==> config.mk <==
export PLATFORM = sky130hd
export DESIGN_NAME = sbc_standby_ctrl
export DESIGN_NICKNAME = d
export VERILOG_FILES = /design/src/inc/sbc_pkg.sv /design/src/hdl/sbc_gate.sv /design/src/hdl/sbc_standby_ctrl.sv /design/src/hdl/sbc_unlock.sv
export VERILOG_INCLUDE_DIRS = /design/src /design/src/inc
export SDC_FILE = /design/constraint.sdc
export NUM_CORES = 1
export LEC_CHECK = 0
export BUFFER_PORTS_ARGS = -buffer_cell sky130_fd_sc_hd__clkbuf_2
export CAP_MARGIN = 20
export CORE_UTILIZATION = 30
export DETAILED_ROUTE_END_ITERATION = 12
export PLACE_DENSITY_LB_ADDON = 0.25
export SKIP_CTS_REPAIR_TIMING = 1
export SYNTH_ARGS = -nofsm -noshare
export SYNTH_HDL_FRONTEND = slang
export SYNTH_SLANG_ARGS = --single-unit
==> constraint.sdc <==
create_clock -name core_clk -period 3.55 [get_ports core_clk]
set_clock_uncertainty 0.05 [all_clocks]
set_input_delay 0.71 -clock core_clk [delete_from_list [all_inputs] [get_ports core_clk]]
set_output_delay 0.71 -clock core_clk [all_outputs]
set_load 0.005 [all_outputs]
==> src/inc/sbc_defines.svh <==
// Constants for the standby-mode and timer block-gating controller.
// Assumes a byte-addressed register port with separate byte lanes for 16-bit words.
`ifndef SBC_DEFINES_SVH
`define SBC_DEFINES_SVH
`define SBC_ADDR_UNLOCK      16'hF008
`define SBC_ADDR_STANDBY     16'hF009
`define SBC_ADDR_GATE_LO     16'hF068
`define SBC_ADDR_GATE_HI     16'hF069
`define SBC_BIT_HALT         0
`define SBC_BIT_STOP         1
`define SBC_BIT_DEEP         2
`define SBC_BIT_HALTH        3
`define SBC_CODE_FIRST       4'h5
`define SBC_CODE_SECOND      4'hA
`define SBC_GATE_RESET       16'h0000
`define SBC_REQ_RESET        4'h0
`define SBC_GATE_USED_HI     4'hF
`endif

==> src/inc/sbc_pkg.sv <==
// Types shared by the standby controller files.
// Assumes the constants header is included where numbers are needed.
package sbc_pkg;
    typedef enum logic [2:0] {
        SBC_RUN,
        SBC_HALT,
        SBC_HALTH,
        SBC_DEEP,
        SBC_STOP
    } sbc_mode_e;
endpackage

==> src/hdl/sbc_gate.sv <==
// Per-peripheral disable: reset, clock gate and write block for each peripheral.
// Assumes the peripheral clock enable is sampled by downstream clock gating cells.
`include "sbc_defines.svh"
module sbc_gate #(
    parameter int NUM = 12
) (
    // Clock and reset
    input  wire logic           core_clk,
    input  wire logic           reset_n,
    // Disable bits and peripheral writes
    input  wire logic [NUM-1:0] disableBits,
    input  wire logic [NUM-1:0] perWriteReq,
    // Gated controls
    output logic      [NUM-1:0] perReset_n,
    output logic      [NUM-1:0] perClkEn,
    output logic      [NUM-1:0] perWriteOk
);
    generate
        if (NUM < 1) begin : g_bad_num
            $error("sbc_gate needs at least one peripheral");
        end
    endgenerate

    genvar gi;
    generate
        for (gi = 0; gi < NUM; gi++) begin : g_per
            logic rst_q;
            // Registered so the peripheral reset is glitch free
            always_ff @(posedge core_clk or negedge reset_n) begin
                if (!reset_n) begin
                    rst_q <= 1'b0;
                end else begin
                    rst_q <= !disableBits[gi];
                end
            end
            assign perReset_n[gi] = rst_q;
            assign perClkEn[gi]   = !disableBits[gi];
            assign perWriteOk[gi] = perWriteReq[gi] && !disableBits[gi];
        end
    endgenerate

    property p_block_write;
        @(posedge core_clk) disable iff (!reset_n)
        disableBits != '0 |-> (perWriteOk & disableBits) == '0;
    endproperty
    a_block_write: assert property (p_block_write) else $error("write passed to disabled peripheral");

    property p_held_reset;
        @(posedge core_clk) disable iff (!reset_n)
        disableBits[0] [*2] |-> !perReset_n[0] && !perClkEn[0];
    endproperty
    a_held_reset: assert property (p_held_reset) else $error("disabled peripheral not reset");
endmodule

==> src/hdl/sbc_standby_ctrl.sv <==
// Standby-mode controller with stop unlock and timer block gating.
// Assumes a CPU register port with one-cycle strobes and read data one cycle later;
// interrupt enable and request flags arrive from logic on the same clock.
//
// The address-and-strobe port was decided locally.
`include "sbc_defines.svh"
module sbc_standby_ctrl #(
    parameter int NUM_TIMER8 = 8,
    parameter int NUM_MTIMER = 4,
    parameter int NUM_IRQ    = 32
) (
    // Clock and reset
    input  wire logic                  core_clk,
    input  wire logic                  reset_n,
    // Register port
    input  wire logic [15:0]           regAddr,
    input  wire logic [15:0]           regWdata,
    input  wire logic [1:0]            regByteEn,
    input  wire logic                  regWrite,
    input  wire logic                  regRead,
    output logic      [15:0]           regRdata,
    // Interrupt flags
    input  wire logic [NUM_IRQ-1:0]    irqEnable,
    input  wire logic [NUM_IRQ-1:0]    irqRequest,
    // Core and clock controls
    output logic                       cpuStop,
    output logic                       fastOscStop,
    output logic                       slowOscStop,
    output logic                       periphClkStop,
    output logic                       lowPowerRun,
    output logic [2:0]                 powerMode,
    // Timer gating
    input  wire logic [11:0]           timerWriteReq,
    output logic      [11:0]           timerReset_n,
    output logic      [11:0]           timerClkEn,
    output logic      [11:0]           timerWriteOk
);
    // Refused while elaborating, since the gating register layout fixes the timer counts
    generate
        if (NUM_TIMER8 != 8 || NUM_MTIMER != 4) begin : g_bad_timers
            $error("timer counts fixed by the gating register layout");
        end
        if (NUM_IRQ < 1) begin : g_bad_irq
            $error("need at least one interrupt source");
        end
    endgenerate

    sbc_pkg::sbc_mode_e mode_q;
    logic [11:0]        gate_q;
    logic [3:0]         req_q;
    logic [15:0]        rdata_q;
    logic               armed;
    logic               irqPending;
    logic               stopEntered;
    logic               stdbyWrite;
    logic               codeWrite;
    logic [7:0]         laneData;

    // Byte lane selected by the address low bit, used by the unlock and standby registers
    function automatic logic [7:0] lane_byte(input logic [15:0] addr, input logic [15:0] data);
        lane_byte = addr[0] ? data[15:8] : data[7:0];
    endfunction

    assign laneData    = lane_byte(regAddr, regWdata);
    assign irqPending  = |(irqEnable & irqRequest);
    assign codeWrite   = regWrite && regAddr == `SBC_ADDR_UNLOCK;
    assign stdbyWrite  = regWrite && regAddr == `SBC_ADDR_STANDBY;
    assign stopEntered = req_q[`SBC_BIT_STOP] && mode_q == sbc_pkg::SBC_RUN && !irqPending;

    sbc_unlock u_unlock (
        .core_clk    (core_clk),
        .reset_n     (reset_n),
        .codeWrite   (codeWrite),
        .codeData    (laneData),
        .irqPending  (irqPending),
        .stopEntered (stopEntered),
        .armed       (armed)
    );

    // Request bits: one-shot triggers, cleared the next cycle in run without a write, whether or not the mode is taken
    always_ff @(posedge core_clk or negedge reset_n) begin
        if (!reset_n) begin
            req_q <= `SBC_REQ_RESET;
        end else if (stdbyWrite) begin
            req_q[`SBC_BIT_HALT]  <= laneData[`SBC_BIT_HALT];
            req_q[`SBC_BIT_STOP]  <= laneData[`SBC_BIT_STOP] && armed;
            req_q[`SBC_BIT_DEEP]  <= laneData[`SBC_BIT_DEEP];
            req_q[`SBC_BIT_HALTH] <= laneData[`SBC_BIT_HALTH];
        end else if (mode_q == sbc_pkg::SBC_RUN) begin
            // A blocked request is dropped so a pending interrupt never leaves it latent
            req_q <= `SBC_REQ_RESET;
        end
    end

    // Mode sequencer; a pending enabled request wakes regardless of global enable
    always_ff @(posedge core_clk or negedge reset_n) begin
        if (!reset_n) begin
            mode_q <= sbc_pkg::SBC_RUN;
        end else begin
            case (mode_q)
                sbc_pkg::SBC_RUN: begin
                    if (!irqPending) begin
                        if (req_q[`SBC_BIT_STOP]) begin
                            mode_q <= sbc_pkg::SBC_STOP;
                        end else if (req_q[`SBC_BIT_HALT]) begin
                            mode_q <= sbc_pkg::SBC_HALT;
                        end else if (req_q[`SBC_BIT_DEEP]) begin
                            mode_q <= sbc_pkg::SBC_DEEP;
                        end else if (req_q[`SBC_BIT_HALTH]) begin
                            mode_q <= sbc_pkg::SBC_HALTH;
                        end
                    end
                end
                sbc_pkg::SBC_HALT, sbc_pkg::SBC_HALTH, sbc_pkg::SBC_DEEP, sbc_pkg::SBC_STOP: begin
                    if (irqPending) begin
                        mode_q <= sbc_pkg::SBC_RUN;
                    end
                end
                default: begin
                    mode_q <= sbc_pkg::SBC_RUN;
                end
            endcase
        end
    end

    // Timer disable register, byte or word writes
    always_ff @(posedge core_clk or negedge reset_n) begin
        if (!reset_n) begin
            gate_q <= 12'(`SBC_GATE_RESET);
        end else if (regWrite && regAddr == `SBC_ADDR_GATE_LO) begin
            if (regByteEn[0]) begin
                gate_q[7:0] <= regWdata[7:0];
            end
            if (regByteEn[1]) begin
                gate_q[11:8] <= regWdata[11:8];
            end
        end else if (regWrite && regAddr == `SBC_ADDR_GATE_HI) begin
            gate_q[11:8] <= regWdata[11:8];
        end
    end

    // Read data; write-only registers and unmapped addresses read zero
    always_ff @(posedge core_clk or negedge reset_n) begin
        if (!reset_n) begin
            rdata_q <= 16'h0000;
        end else if (regRead) begin
            case (regAddr)
                `SBC_ADDR_GATE_LO: rdata_q <= {4'h0, gate_q};
                `SBC_ADDR_GATE_HI: rdata_q <= {4'h0, gate_q[11:8], 8'h00};
                `SBC_ADDR_UNLOCK:  rdata_q <= 16'h0000;
                default:           rdata_q <= 16'h0000;
            endcase
        end else begin
            rdata_q <= 16'h0000;
        end
    end

    assign regRdata = rdata_q;

    sbc_gate #(
        .NUM (12)
    ) u_gate (
        .core_clk    (core_clk),
        .reset_n     (reset_n),
        .disableBits (gate_q),
        .perWriteReq (timerWriteReq),
        .perReset_n  (timerReset_n),
        .perClkEn    (timerClkEn),
        .perWriteOk  (timerWriteOk)
    );

    // Clock and core controls per mode
    assign cpuStop       = mode_q != sbc_pkg::SBC_RUN;
    assign fastOscStop   = mode_q == sbc_pkg::SBC_STOP || mode_q == sbc_pkg::SBC_HALTH
                           || mode_q == sbc_pkg::SBC_DEEP;
    assign slowOscStop   = mode_q == sbc_pkg::SBC_STOP;
    assign periphClkStop = mode_q == sbc_pkg::SBC_STOP || mode_q == sbc_pkg::SBC_DEEP;
    assign lowPowerRun   = mode_q == sbc_pkg::SBC_DEEP;
    assign powerMode     = 3'(mode_q);

    property p_stop_needs_arm;
        @(posedge core_clk) disable iff (!reset_n)
        stdbyWrite && laneData[`SBC_BIT_STOP] && !armed |=> !req_q[`SBC_BIT_STOP];
    endproperty
    a_stop_needs_arm: assert property (p_stop_needs_arm) else $error("stop accepted while disarmed");

    property p_halt_entry;
        @(posedge core_clk) disable iff (!reset_n)
        stdbyWrite && laneData == 8'h01 && mode_q == sbc_pkg::SBC_RUN ##1 !irqPending
        |=> mode_q == sbc_pkg::SBC_HALT;
    endproperty
    a_halt_entry: assert property (p_halt_entry) else $error("halt not entered");

    property p_no_entry_irq;
        @(posedge core_clk) disable iff (!reset_n)
        mode_q == sbc_pkg::SBC_RUN && irqPending |=> mode_q == sbc_pkg::SBC_RUN;
    endproperty
    a_no_entry_irq: assert property (p_no_entry_irq) else $error("sleep entered with interrupt pending");

    property p_wake;
        @(posedge core_clk) disable iff (!reset_n)
        mode_q != sbc_pkg::SBC_RUN && irqPending |=> mode_q == sbc_pkg::SBC_RUN && !cpuStop;
    endproperty
    a_wake: assert property (p_wake) else $error("no wake on pending interrupt");

    property p_oneshot;
        @(posedge core_clk) disable iff (!reset_n)
        mode_q == sbc_pkg::SBC_RUN && !stdbyWrite |=> req_q == 4'h0;
    endproperty
    a_oneshot: assert property (p_oneshot) else $error("request bit did not clear");

    property p_unlock_read;
        @(posedge core_clk) disable iff (!reset_n)
        regRead && regAddr == `SBC_ADDR_UNLOCK |=> regRdata == 16'h0000;
    endproperty
    a_unlock_read: assert property (p_unlock_read) else $error("unlock register read nonzero");

    property p_stop_osc;
        @(posedge core_clk) disable iff (!reset_n)
        $rose(mode_q == sbc_pkg::SBC_STOP) |-> slowOscStop && fastOscStop && $past(armed, 2);
    endproperty
    a_stop_osc: assert property (p_stop_osc) else $error("stop without oscillators off or unlock");

    property p_gate_write;
        @(posedge core_clk) disable iff (!reset_n)
        regWrite && regAddr == `SBC_ADDR_GATE_LO && regByteEn == 2'h3
        |=> {4'h0, gate_q} == ($past(regWdata) & 16'h0FFF);
    endproperty
    a_gate_write: assert property (p_gate_write) else $error("gating word write lost");

    c_stop:  cover property (@(posedge core_clk) disable iff (!reset_n) mode_q == sbc_pkg::SBC_STOP);
    c_deep:  cover property (@(posedge core_clk) disable iff (!reset_n) mode_q == sbc_pkg::SBC_DEEP);
    c_halth: cover property (@(posedge core_clk) disable iff (!reset_n) mode_q == sbc_pkg::SBC_HALTH);
    c_gate:  cover property (@(posedge core_clk) disable iff (!reset_n) gate_q[11] && gate_q[0]);
endmodule

==> src/hdl/sbc_unlock.sv <==
// Two-step unlock acceptor that permits the stop request.
// Assumes writes arrive as single-cycle strobes on the core clock.
`include "sbc_defines.svh"
module sbc_unlock (
    // Clock and reset
    input  wire logic       core_clk,
    input  wire logic       reset_n,
    // Code writes
    input  wire logic       codeWrite,
    input  wire logic [7:0] codeData,
    // Conditions
    input  wire logic       irqPending,
    input  wire logic       stopEntered,
    // Result
    output logic            armed
);
    logic firstSeen_q;
    logic armed_q;

    // First code flag; any code write after it drops it, a repeated first code included
    always_ff @(posedge core_clk or negedge reset_n) begin
        if (!reset_n) begin
            firstSeen_q <= 1'b0;
        end else if (stopEntered) begin
            firstSeen_q <= 1'b0;
        end else if (codeWrite) begin
            // Only further code writes matter, so unrelated bus traffic leaves it
            firstSeen_q <= (codeData[7:4] == `SBC_CODE_FIRST) && !firstSeen_q;
        end
    end

    always_ff @(posedge core_clk or negedge reset_n) begin
        if (!reset_n) begin
            armed_q <= 1'b0;
        end else if (stopEntered) begin
            armed_q <= 1'b0;
        end else if (codeWrite && firstSeen_q && codeData[7:4] == `SBC_CODE_SECOND && !irqPending) begin
            armed_q <= 1'b1;
        end
    end

    assign armed = armed_q;

    property p_arm_cause;
        @(posedge core_clk) disable iff (!reset_n)
        $rose(armed_q) |-> $past(codeWrite) && $past(firstSeen_q) && !$past(irqPending);
    endproperty
    a_arm_cause: assert property (p_arm_cause) else $error("unlock armed without valid sequence");

    property p_irq_block;
        @(posedge core_clk) disable iff (!reset_n)
        irqPending && !armed_q |=> !armed_q;
    endproperty
    a_irq_block: assert property (p_irq_block) else $error("unlock armed with interrupt pending");

    property p_disarm;
        @(posedge core_clk) disable iff (!reset_n)
        stopEntered |=> !armed_q && !firstSeen_q;
    endproperty
    a_disarm: assert property (p_disarm) else $error("unlock still armed after stop");

    property p_discard;
        @(posedge core_clk) disable iff (!reset_n)
        firstSeen_q && codeWrite && codeData[7:4] != `SBC_CODE_SECOND |=> !firstSeen_q && !$rose(armed_q);
    endproperty
    a_discard: assert property (p_discard) else $error("first code kept after wrong byte");

    c_armed: cover property (@(posedge core_clk) disable iff (!reset_n) $rose(armed_q));
endmodule

Word-level counts from Yosys, hierarchy flattened
Cells that the tools add are included.
Operators by class
  bitwise logic cells: 1
  mux-type cells: 19
  equality and inequality tests: 14
  reductions and logical operators: 51
Operators by type and width (count)
  $eq 16x16->1 const B: 4
  $and 32x32->32: 1
  $reduce_or 32->1: 1
  $pmux 12 s2: 1
  $logic_and 1x1->1: 23
  $mux 4: 5
  $mux 3: 6
  $logic_not 1->1: 14
  $mux 12: 1
  $mux 8: 1
  $reduce_bool 2->1: 4
  $eq 3x2->1 const B: 2
  $pmux 3 s2: 1
  $ne 5x5->1 const B: 1
  $eq 4x3->1 const B: 1
  $eq 4x4->1 const B: 1
  $mux 1: 4
  $ne 2x2->1 const B: 2
  $reduce_and 2->1: 2
  $reduce_or 4->1: 1
  $eq 3x1->1 const B: 1
  $eq 3x3->1 const B: 1
  $logic_not 3->1: 1
  $logic_or 1x1->1: 3
  3 further kinds: 3
Word-level totals
  flip-flop bits (word level): 49
  output and inout bits: 60
  logic and storage cells: 104
  input bits: 114

Logic depth before layout (Yosys ltp)
Gate-level depths: netlist of run 1.
  depth after elaboration: 7
  gate-level depth with buffers: 5
  gate-level depth less buffers: 5

Cells and area by module
A second synthesis of run 1 with hierarchy kept.
Unflattened totals
  cells, all modules: 196
  area, all modules: 2255.9 um^2
By module, submodules not included
  sbc_standby_ctrl: cells an instance 138, times used 1, area each 1625.3 um^2
  sbc_gate: cells an instance 48, times used 1, area each 510.5 um^2
  sbc_unlock: cells an instance 10, times used 1, area each 120.1 um^2

Least setup slack after synthesis of run 1
Ideal clock, no wire load.
  path type: input to register
  start: input regAddr[4]
  end: register gate_q[0]
  path buffers: 0
  slack: 1.522 ns
  setup time: 0.125 ns
  required time: 3.375 ns
  data arrival time: 1.854 ns
  cell stages on the path: 5
  cell sequence: nor4_1 and4_1 and4_4 nand3b_4 mux2_2
On the way
  longest elaborated chain between the ends: 3
RTL lines
  from (decl): line sbc_standby_ctrl.sv:16  | input wire logic [15:0] regAddr,
  $eq 16x16->1 (no source line)
  $logic_and 1x1->1 (no source line)
  $reduce_and 2->1 (no source line)
  to (signal assigned): line sbc_standby_ctrl.sv:129  | gate_q <= 12'(`SBC_GATE_RESET);
  to (signal assigned): line sbc_standby_ctrl.sv:132  | gate_q[7:0] <= regWdata[7:0];
  to (decl): line sbc_standby_ctrl.sv:49  | logic [11:0] gate_q;
Every way passes these cells.
A chain may end at the register's enable or synchronous reset.

Final worst setup path of run 1
  start: register mode_q[0], in the netlist powerMode[0]
  end: output cpuStop
On the way
  longest elaborated chain between the ends: 1
RTL lines
  from (decl): line sbc_standby_ctrl.sv:48  | sbc_pkg::sbc_mode_e mode_q;
  from (signal assigned): line sbc_standby_ctrl.sv:98  | mode_q <= sbc_pkg::SBC_RUN;
  from (signal assigned): line sbc_standby_ctrl.sv:104  | mode_q <= sbc_pkg::SBC_STOP;
  from (signal assigned): line sbc_standby_ctrl.sv:106  | mode_q <= sbc_pkg::SBC_HALT;
  $reduce_bool 3->1: line sbc_standby_ctrl.sv:173  | assign cpuStop = mode_q != sbc_pkg::SBC_RUN;
  to (decl): line sbc_standby_ctrl.sv:26  | output logic cpuStop,
Every way passes these cells.

==> out/qor.txt, run 1 <==
Post-route DRC -> 7
Layout cells sized above 1 -> 53.9%
Final period util -> 59.4%
Critical Path Source Type -> flop
Min Tclk post-route -> 2110 ps
Vias in the first global route -> 1,841
Final HPWL DP -> 4.58 mm
RSZ-0062 raised after global routing -> false
Crit. End Element -> output port
CTS tree -> built
Ys flop type -> dfrtp_1
Post-route ant nets -> 0
Initial antenna violation count -> 0
Peak VDD IR -> 0.133 mV
Mapped Area -> 2060 sq um
Setup TNS -> 0 ps
Root Driver -> clkbuf_8
Final wirelength -> 5.50 mm
Number of flops mapped to enable cells by yosys -> 0
Avg Inst Size Synth -> 11.1 sq um
Routability cong. -> 0.911
Sequential share of the synthesized area -> 54.8%
H-tree levels -> 2
Via Count -> 1,947
Post-synth top cells -> dfrtp_1, inv_1, a22oi_1, buf_4
DRT Pass-1 Iters -> 11
Async set-reset flop share out of synthesis -> 100%
Total Routing Usage GR -> 15.4%
Yosys reg bits -> 45
Hold Crit Class -> reg -> reg
Slew Limit Fails -> 0
Row count -> 29
Worst slew pin tran -> 837 ps
Synth warn -> 0
Die W -> 84.8 um
Final nets -> 458
GR Layer Usage met1 -> 15.0%
Clock-pin transition on the worst setup and hold timing paths -> 80 ps
Max cap viols -> 0
Placed inst area -> 2870 sq um
Top-count cell post-synth -> dfrtp_1
Status -> finished with violations
Critical path type -> reg -> out
PortBufs -> 165
Unique cell type count in the Yosys netlist -> 32
Wire per inst -> 13.1 um
Iter 0 DRT Violations -> 51
Final hold violations -> 0
Slew headroom -> 44.2%
Ant diodes -> 0
Top-Level Pins -> 174
Synth area leaders -> dfrtp_1, a22oi_1, buf_4, mux2_2, and2_1
CTS buffer count -> 5
Top-area cell type share of the netlist area -> 54.8%
First-pass GRT wire length -> 8.32 mm
Setup violators final -> 0
Leak Pwr -> 1.69 nW
Maximum clock path buffer count -> 2
Largest net degree at the start of global routing -> 35
Via/cell ratio -> 4.64
Area grow syn2layout -> 43.3%
Clock sink count -> 45
Die Height -> 84.8 um
Crit path DAT -> 1350 ps
Pwr dens -> 307 nW/um^2
Global routing usage on met2 -> 31.4%
Core Region -> 6490 sq um
Crit-path max FO -> 6
Violated checks -> design-rule violations
Worst Path Required -> 2790 ps
M3 GR Usage -> 3.15%
Die ar. -> 7190 sq um
Final Util -> 45.4%
Yosys top cell by area -> dfrtp_1
Starting Density -> 31.7%
Grt peak-use layer -> met2
Post-route cell area -> 2950 sq um
Global route overflow -> 0
Cells after Synth -> 185
Overall Power -> 0.905 mW
Fmax -> 474 MHz
# fillers -> 648
Clock Latency Late Sink -> 290 ps
## layer usage
metal / wire, um / part of all wire (%)
met5: 0 / 0
met4: 74 / 1.3
met3: 366 / 6.7
met2: 3090 / 56
met1: 1970 / 36
## where the power goes
part / switching, mW / total (mW) / internal, mW / leakage, nW
logic: 0.0417 / 0.101 / 0.0593 / 1.08
registers: 0.0000488 / 0.512 / 0.512 / 0.566
clock network: 0.162 / 0.292 / 0.130 / 0.0399
total: 0.204 / 0.905 / 0.701 / 1.69
## path summary, 6_finish.rpt
kind                                          startpoint                              end  slack (ps)  depth (start not counted)
worst max-delay path            powerMode[0]$_DFFE_PN0P_                          cpuStop        1440                          2
worst min-delay path               gate_q[0]$_DFFE_PN0P_  u_gate.g_per[0].rst_q$_DFF_PN0_         430                          1
worst max register to register  powerMode[0]$_DFFE_PN0P_             req_q[3]$_DFFE_PN0P_        2250                          3
worst min register to register     gate_q[0]$_DFFE_PN0P_  u_gate.g_per[0].rst_q$_DFF_PN0_         430                          1
max in group asynchronous                        reset_n  u_gate.g_per[5].rst_q$_DFF_PN0_        2320                          2
min in group asynchronous                        reset_n         powerMode[1]$_DFFE_PN0P_         460                          1
## flip-flops by register name (all words and copies together) (netlist names)
name / count
gate_q: 12
powerMode: 3
regRdata: 12
req_q: 4
u_gate.g_per.rst_q: 12
u_unlock.armed: 1
u_unlock.firstSeen_q: 1
## per-stage QoR
step / instances / hold WS [ps] / setup slack (ps)
after floorplan: 188 / 364 / 1520
after global placement: 414 / 418 / 1230
after detailed placement: 414 / 419 / 1180
after CTS: 420 / 429 / 1440
after global routing: 420 / 435 / 1380
final: 420 / 428 / 1440
## cell type report
type	count	area, sq um	share of cell area [%]
Timing Repair Buffer	166	833	28.3
Clock inverter	1	5.00	0.170
Inverter	17	63.8	2.17
Clock buffer	5	68.8	2.34
Sequential cell	45	1130	38.2
Multi-Input combinational cell	109	753	25.6
Tap cell	77	96.3	3.27
## critical path, cell delays in order (launching register included)
cell and delay [ps]:
dfrtp_1 430, or3_1 480, clkbuf_2 150
## kinds of logic after synthesis
| family | after synthesis | share of synthesized area, % |
|---|---|---|
| AO/OA/AOI/OAI | 26 | 8.76 |
| other | 1 | 0.182 |
| AND/OR/NAND/NOR | 67 | 20.8 |
| buffers and inverters | 34 | 9.13 |
| multiplexers | 12 | 6.39 |
| flip-flops | 45 | 54.8 |
## placed cells by master (no fill, tap or decap), drive strengths merged, types with 2 or more instances in the layout
cell type	instances
nand3	5
nand4	5
nor2b	12
and4	4
nor4	2
conb	4
mux2	9
and2	12
o21ai	7
and4b	2
dfrtp	45
a22oi	16
nor3b	2
mux2i	3
inv	17
nand2	2
nor3	6
nor2	8
clkbuf	170
(Power assumes the default switching activity.)
==> run 2: changes to the inputs <==
==> constraint.sdc (replaced) <==
create_clock -name core_clk -period 1.9 [get_ports core_clk]
set_clock_uncertainty 0.05 [all_clocks]
set_input_delay 0.38 -clock core_clk [delete_from_list [all_inputs] [get_ports core_clk]]
set_output_delay 0.38 -clock core_clk [all_outputs]
set_load 0.005 [all_outputs]
==> run 2 against run 1 <==
Against the previous run:
- the flow still finishes with violations (design-rule violations)
- critical path depth is the same
- register-to-register slack lost 1600 ps
- non-clock buffer count grew 4
- count of clock-buffer cells in the layout grew 1
- die area is the same
- power grew 93%
- global-route usage grew 0.33 points
- core utilization grew 1.0 points
- cell count grew 1.4%
==> out/qor.txt, run 2 (same netlist as run 1, synthesis figures left out) <==
Total Routing Usage GR -> 15.7% (was 15.4%)
R2R setup slack -> 630 ps (was 2250 ps)
Vias in the first global route -> 1,897 (was 1,841)
Starting Density -> 31.7% (unchanged)
Largest net degree at the start of global routing -> 27 (was 35)
Min Tclk post-route -> 1750 ps
Area grow syn2layout -> 46.5% (was 43.3%)
Critical path type -> reg -> out (unchanged)
Die W -> 84.8 um (unchanged)
Commonest non-fill, non-tap cell in the layout -> clkbuf_2 (unchanged)
DRT Pass-1 Iters -> 9 (was 11)
Max cap viols -> 0 (unchanged)
Setup crit start -> powerMode[0]$_DFFE_PN0P_ (unchanged)
Pwr dens -> 581 nW/um^2 (was 307 nW/um^2)
Clock sink count -> 45 (unchanged)
Routability cong. -> 0.908 (was 0.911)
PortBufs -> 165 (unchanged)
Post-route ant nets -> 0 (unchanged)
Placed inst area -> 2920 sq um (was 2870 sq um)
Crit path DAT -> 1320 ps (was 1350 ps)
# fillers -> 612 (was 648)
CTS buffer count -> 5 (unchanged)
Initial antenna violation count -> 0 (unchanged)
Violated checks -> design-rule violations (unchanged)
FF+latch area -> 1130 sq um (unchanged)
Post-route cell area -> 3010 sq um (was 2950 sq um)
RSZ-0062 raised after global routing -> false (unchanged)
Crit-path max FO -> 6 (unchanged)
Worst reg2reg endpoint -> req_q[1]$_DFFE_PN0P_ (was req_q[3]$_DFFE_PN0P_)
Area taken by multi-input logic gates -> 753 sq um (unchanged)
Ant diodes -> 0 (unchanged)
Worst Path Required -> 1470 ps (was 2790 ps)
Final wirelength -> 5.47 mm (was 5.50 mm)
Peak VDD IR -> 0.291 mV (was 0.133 mV)
Iter 0 DRT Violations -> 63 (was 51)
Slew Limit Fails -> 0 (unchanged)
Final HPWL DP -> 4.70 mm (was 4.58 mm)
Die ar. -> 7190 sq um (unchanged)
H-tree levels -> 2 (unchanged)
Via Count -> 1,948 (was 1,947)
Reg2reg path depth -> 3 (unchanged)
Final Util -> 46.4% (was 45.4%)
Leak Pwr -> 1.73 nW (was 1.69 nW)
Die Height -> 84.8 um (unchanged)
Maximum clock path buffer count -> 2 (unchanged)
Worst setup path endpoint -> cpuStop (unchanged)
Setup violators final -> 0 (unchanged)
Final hold violations -> 0 (unchanged)
CTS tree -> built (unchanged)
Status -> finished with violations (unchanged)
Slew headroom -> 63.7% (was 44.2%)
Top-Level Pins -> 174 (unchanged)
Reg2reg start -> powerMode[0]$_DFFE_PN0P_ (unchanged)
Overall Power -> 1.75 mW (was 0.905 mW)
Post-Place Cells -> 418 (was 414)
Final period util -> 92.4%
Clock Latency Late Sink -> 290 ps (about the same)
Wire per inst -> 12.8 um (was 13.1 um)
Leading cell types in the layout, fill and taps excluded -> clkbuf_2, dfrtp_1, inv_1 (unchanged)
Layout Cells excl Fill -> 426 (was 420)
Hold Crit Class -> in -> async (was reg -> reg)
Critical Path Source Type -> flop (unchanged)
First-pass GRT wire length -> 8.63 mm (was 8.32 mm)
Post-route DRC -> 7 (unchanged)
Worst slew pin tran -> 544 ps (was 837 ps)
Root Driver -> clkbuf_8 (unchanged)
Core Region -> 6490 sq um (unchanged)
Global route overflow -> 0 (unchanged)
Row count -> 29 (unchanged)
Layout cells sized above 1 -> 54.7% (was 53.9%)
Via/cell ratio -> 4.57 (was 4.64)
Clock-pin transition on the worst setup and hold timing paths -> 80 ps (about the same)
Final nets -> 462 (was 458)
Crit. End Element -> output port (unchanged)
Fmax -> 570 MHz
## run 2: cell count changes in the layout (fill, tap and decap cells not counted), sizes merged
cell,change
buf,+4
clkbuf,+1
clkinv,+1
## run 2: power by group
part           leakage (nW)  total, mW  switching, mW  internal [mW]
Clock                0.0512      0.602          0.307          0.295
Combinational          1.11      0.192         0.0786          0.113
Sequential            0.566      0.957      0.0000957          0.957
## run 2: worst min path at each step
stage | to | slack [ps]
2_1_floorplan | gate_q[0]$_DFFE_PN0P_ | 30
3_3_place_gp | powerMode[1]$_DFFE_PN0P_ | 330
3_5_place_dp | powerMode[1]$_DFFE_PN0P_ | 340
4_1_cts | u_unlock.armed$_DFFE_PN0P_ | 10
5_1_grt | gate_q[7]$_DFFE_PN0P_ | 40
6_report | u_unlock.armed$_DFFE_PN0P_ | 10
## run 2: worst max-delay path: stages (launching register included)
cell and delay [ps]:
dfrtp_1 430, or3_1 470, clkbuf_2 150
## run 2: through the flow
stage / hold WS, ps / setup slack [ps] / setup TNS, ps
2_1_floorplan: 34.4 / 202 / 0
3_3_place_gp: 331 / -24.6 / -189
3_5_place_dp: 339 / -53.2 / -372
4_1_cts: 11.8 / 129 / 0
5_1_grt: 40.0 / 62.8 / 0
6_report: 9.93 / 145 / 0
## run 2: cell type report
class	count	share of cell area, %
Clock buffer	6	2.74
Clock inverter	2	0.457
Inverter	17	2.12
Multi-Input combinational cell	109	25.0
Sequential cell	45	37.4
Tap cell	77	3.20
Timing Repair Buffer	170	29.1
## run 2: routing by layer
metal | wire, um | part of all wire (%) | global-route usage, %
met2 | 3120 | 57 | 31.7
met4 | 61 | 1.1 | 5.39
met1 | 1960 | 36 | 16.0
met5 | 0 | 0 | 0
met3 | 329 | 6.0 | 2.75
==> run 3: changes to the inputs <==
==> constraint.sdc (replaced) <==
create_clock -name core_clk -period 1.7 [get_ports core_clk]
set_clock_uncertainty 0.05 [all_clocks]
set_input_delay 0.34 -clock core_clk [delete_from_list [all_inputs] [get_ports core_clk]]
set_output_delay 0.34 -clock core_clk [all_outputs]
set_load 0.005 [all_outputs]
==> run 3 against run 2 <==
Against the previous run:
- the flow still finishes with violations (design-rule violations)
- non-clock buffer count is 5 higher
- clock power is essentially flat
- sequential share of layout area fell by 0.37 points
- wire length down 0.84%
- power grew 7.9%
- core utilization grew 0.62 points
- critical path depth did not move
- largest power group unchanged
==> out/qor.txt, run 3 (same netlist as run 1, synthesis figures left out) <==
Global route overflow -> 0 (unchanged)
Clock sink count -> 45 (unchanged)
Row count -> 29 (unchanged)
Hold EP -> gate_q[2]$_DFFE_PN0P_
Pwr dens -> 619 nW/um^2 (was 581 nW/um^2)
Via/cell ratio -> 4.57 (about the same)
Final hold violations -> 0 (unchanged)
Setup TNS -> 0 ps (unchanged)
CTS buffer count -> 5 (unchanged)
Total Routing Usage GR -> 15.7% (about the same)
Leak Pwr -> 1.73 nW (about the same)
Die W -> 84.8 um (unchanged)
R2R setup slack -> 370 ps (was 630 ps)
CP max-delay cell -> dfrtp_2 (was or3_1)
Crit. End Element -> output port (unchanged)
PortBufs -> 165 (unchanged)
Clock Latency Late Sink -> 290 ps (about the same)
Post-route DRC -> 7 (unchanged)
Critical path type -> reg -> out (unchanged)
Crit path DAT -> 1250 ps (was 1320 ps)
Leading cell types in the layout, fill and taps excluded -> clkbuf_2, dfrtp_1, a22oi_1 (was clkbuf_2, dfrtp_1, inv_1)
CP top delay family -> flip-flops (was simple AND/OR/NAND/NOR gates)
Layout cells sized above 1 -> 57.4% (was 54.7%)
Wire per inst -> 12.6 um (was 12.8 um)
Hold Crit Depth -> 2
DRT Pass-1 Iters -> 10 (was 9)
HP Start -> regWdata[2]
H-tree levels -> 2 (unchanged)
Peak VDD IR -> 0.257 mV (was 0.291 mV)
Post-Route Hold Slack -> 225 ps (was 9.93 ps)
Hold Crit Class -> in -> reg (was in -> async)
Die Height -> 84.8 um (unchanged)
Overall Power -> 1.89 mW (was 1.75 mW)
Final Util -> 47.0% (was 46.4%)
Routability cong. -> 0.888 (was 0.908)
Final period util -> 96.2%
Final nets -> 467 (was 462)
Worst reg2reg endpoint -> req_q[1]$_DFFE_PN0P_ (unchanged)
Clock-pin transition on the worst setup and hold timing paths -> 80 ps (about the same)
Stages on the worst setup path -> 2 (unchanged)
Reg2reg path depth -> 4 (was 3)
Commonest non-fill, non-tap cell in the layout -> clkbuf_2 (unchanged)
Top-Level Pins -> 174 (unchanged)
Core Region -> 6490 sq um (unchanged)
CP Cell Sequence -> or3_4 -> clkbuf_2 (was or3_1 -> clkbuf_2)
Slew Limit Fails -> 0 (unchanged)
Via Count -> 1,967 (was 1,948)
Final wirelength -> 5.43 mm (was 5.47 mm)
Vias in the first global route -> 1,897 (unchanged)
Root Driver -> clkbuf_8 (unchanged)
Area grow syn2layout -> 48.4% (was 46.5%)
Status -> finished with violations (unchanged)
CP peak stage delay -> 440 ps (was 470 ps)
Iter 0 DRT Violations -> 100 (was 63)
Critical Path Source Type -> flop (unchanged)
Final HPWL DP -> 4.58 mm (was 4.70 mm)
Reg2reg start -> powerMode[1]$_DFFE_PN0P_ (was powerMode[0]$_DFFE_PN0P_)
Starting Density -> 31.7% (unchanged)
Die ar. -> 7190 sq um (unchanged)
Post-route ant nets -> 0 (unchanged)
Violated checks -> design-rule violations (unchanged)
Setup crit start -> powerMode[1]$_DFFE_PN0P_ (was powerMode[0]$_DFFE_PN0P_)
First-pass GRT wire length -> 8.61 mm (was 8.63 mm)
CTS tree -> built (unchanged)
Largest net degree at the start of global routing -> 46 (was 27)
Maximum clock path buffer count -> 2 (unchanged)
Setup violators final -> 0 (unchanged)
Initial antenna violation count -> 1 (was 0)
Fmax -> 612 MHz
Crit-path max FO -> 5 (was 6)
Max cap viols -> 0 (unchanged)
Min Tclk post-route -> 1640 ps
Critical path buffers and inverters -> 1 (unchanged)
Worst Path Required -> 1310 ps (was 1470 ps)
==> run 3: changes by cell type in the layout (fill, tap and decap cells not counted), moves of 2 or more <==
| cell | previous run | this run |
|---|---|---|
| buf_4 | 4 | 8 |
| dfrtp_1 | 45 | 42 |
| dfrtp_2 | 0 | 3 |
| inv_1 | 17 | 15 |
| inv_2 | 0 | 2 |
==> run 3: layer usage <==
| metal | GRT usage (%) | part of all wire, % | up-vias |
|---|---|---|---|
| met5 | 0 | 0 | - |
| met3 | 3.74 | 7.0 | 13 |
| met2 | 30.2 | 55 | 109 |
| met1 | 15.4 | 33 | 885 |
| li1 | - | - | 960 |
| met4 | 8.32 | 4.4 | 0 |
==> run 3: stage by stage <==
step                cell area [sq um]  worst slack, ps  std cells
floorplan                        2070             41.6        188
global placement                 2930             -183        420
detailed placement               2930             -197        420
CTS                              3000            -63.8        426
global route                     3050            -39.0        430
finish                           3050             64.7        430
==> run 3: worst max path at each step <==
stage	endpoint	slack, ps
final	cpuStop	60
after global routing	gate_q[0]$_DFFE_PN0P_	-40
after CTS	periphClkStop	-60
after detailed placement	gate_q[0]$_DFFE_PN0P_	-200
after global placement	gate_q[0]$_DFFE_PN0P_	-180
after floorplan	gate_q[0]$_DFFE_PN0P_	40
==> run 3: power breakdown <==
group	internal (mW)	total (mW)	switching [mW]	leakage, nW
logic	0.129	0.215	0.0860	1.13
clock network	0.271	0.605	0.334	0.0399
registers	1.07	1.07	0.0000995	0.561
total	1.47	1.89	0.420	1.73
==> run 3: area by class of cell <==
cell class | count | area, sq um
Timing Repair Buffer | 175 | 916
Clock buffer | 5 | 68.8
Antenna cell | 1 | 2.50
Inverter | 17 | 63.8
Tap cell | 77 | 96.3
Fill cell | 637 | 3440
Multi-Input combinational cell | 109 | 769
Clock inverter | 1 | 5.00
Sequential cell | 45 | 1130
==> run 3: worst register-to-register path: stages, from the launching register on <==
cell and delay [ps]:
dfrtp_2 440, or3_4 390, buf_4 150, nand3_1 70
o21ai_0 90
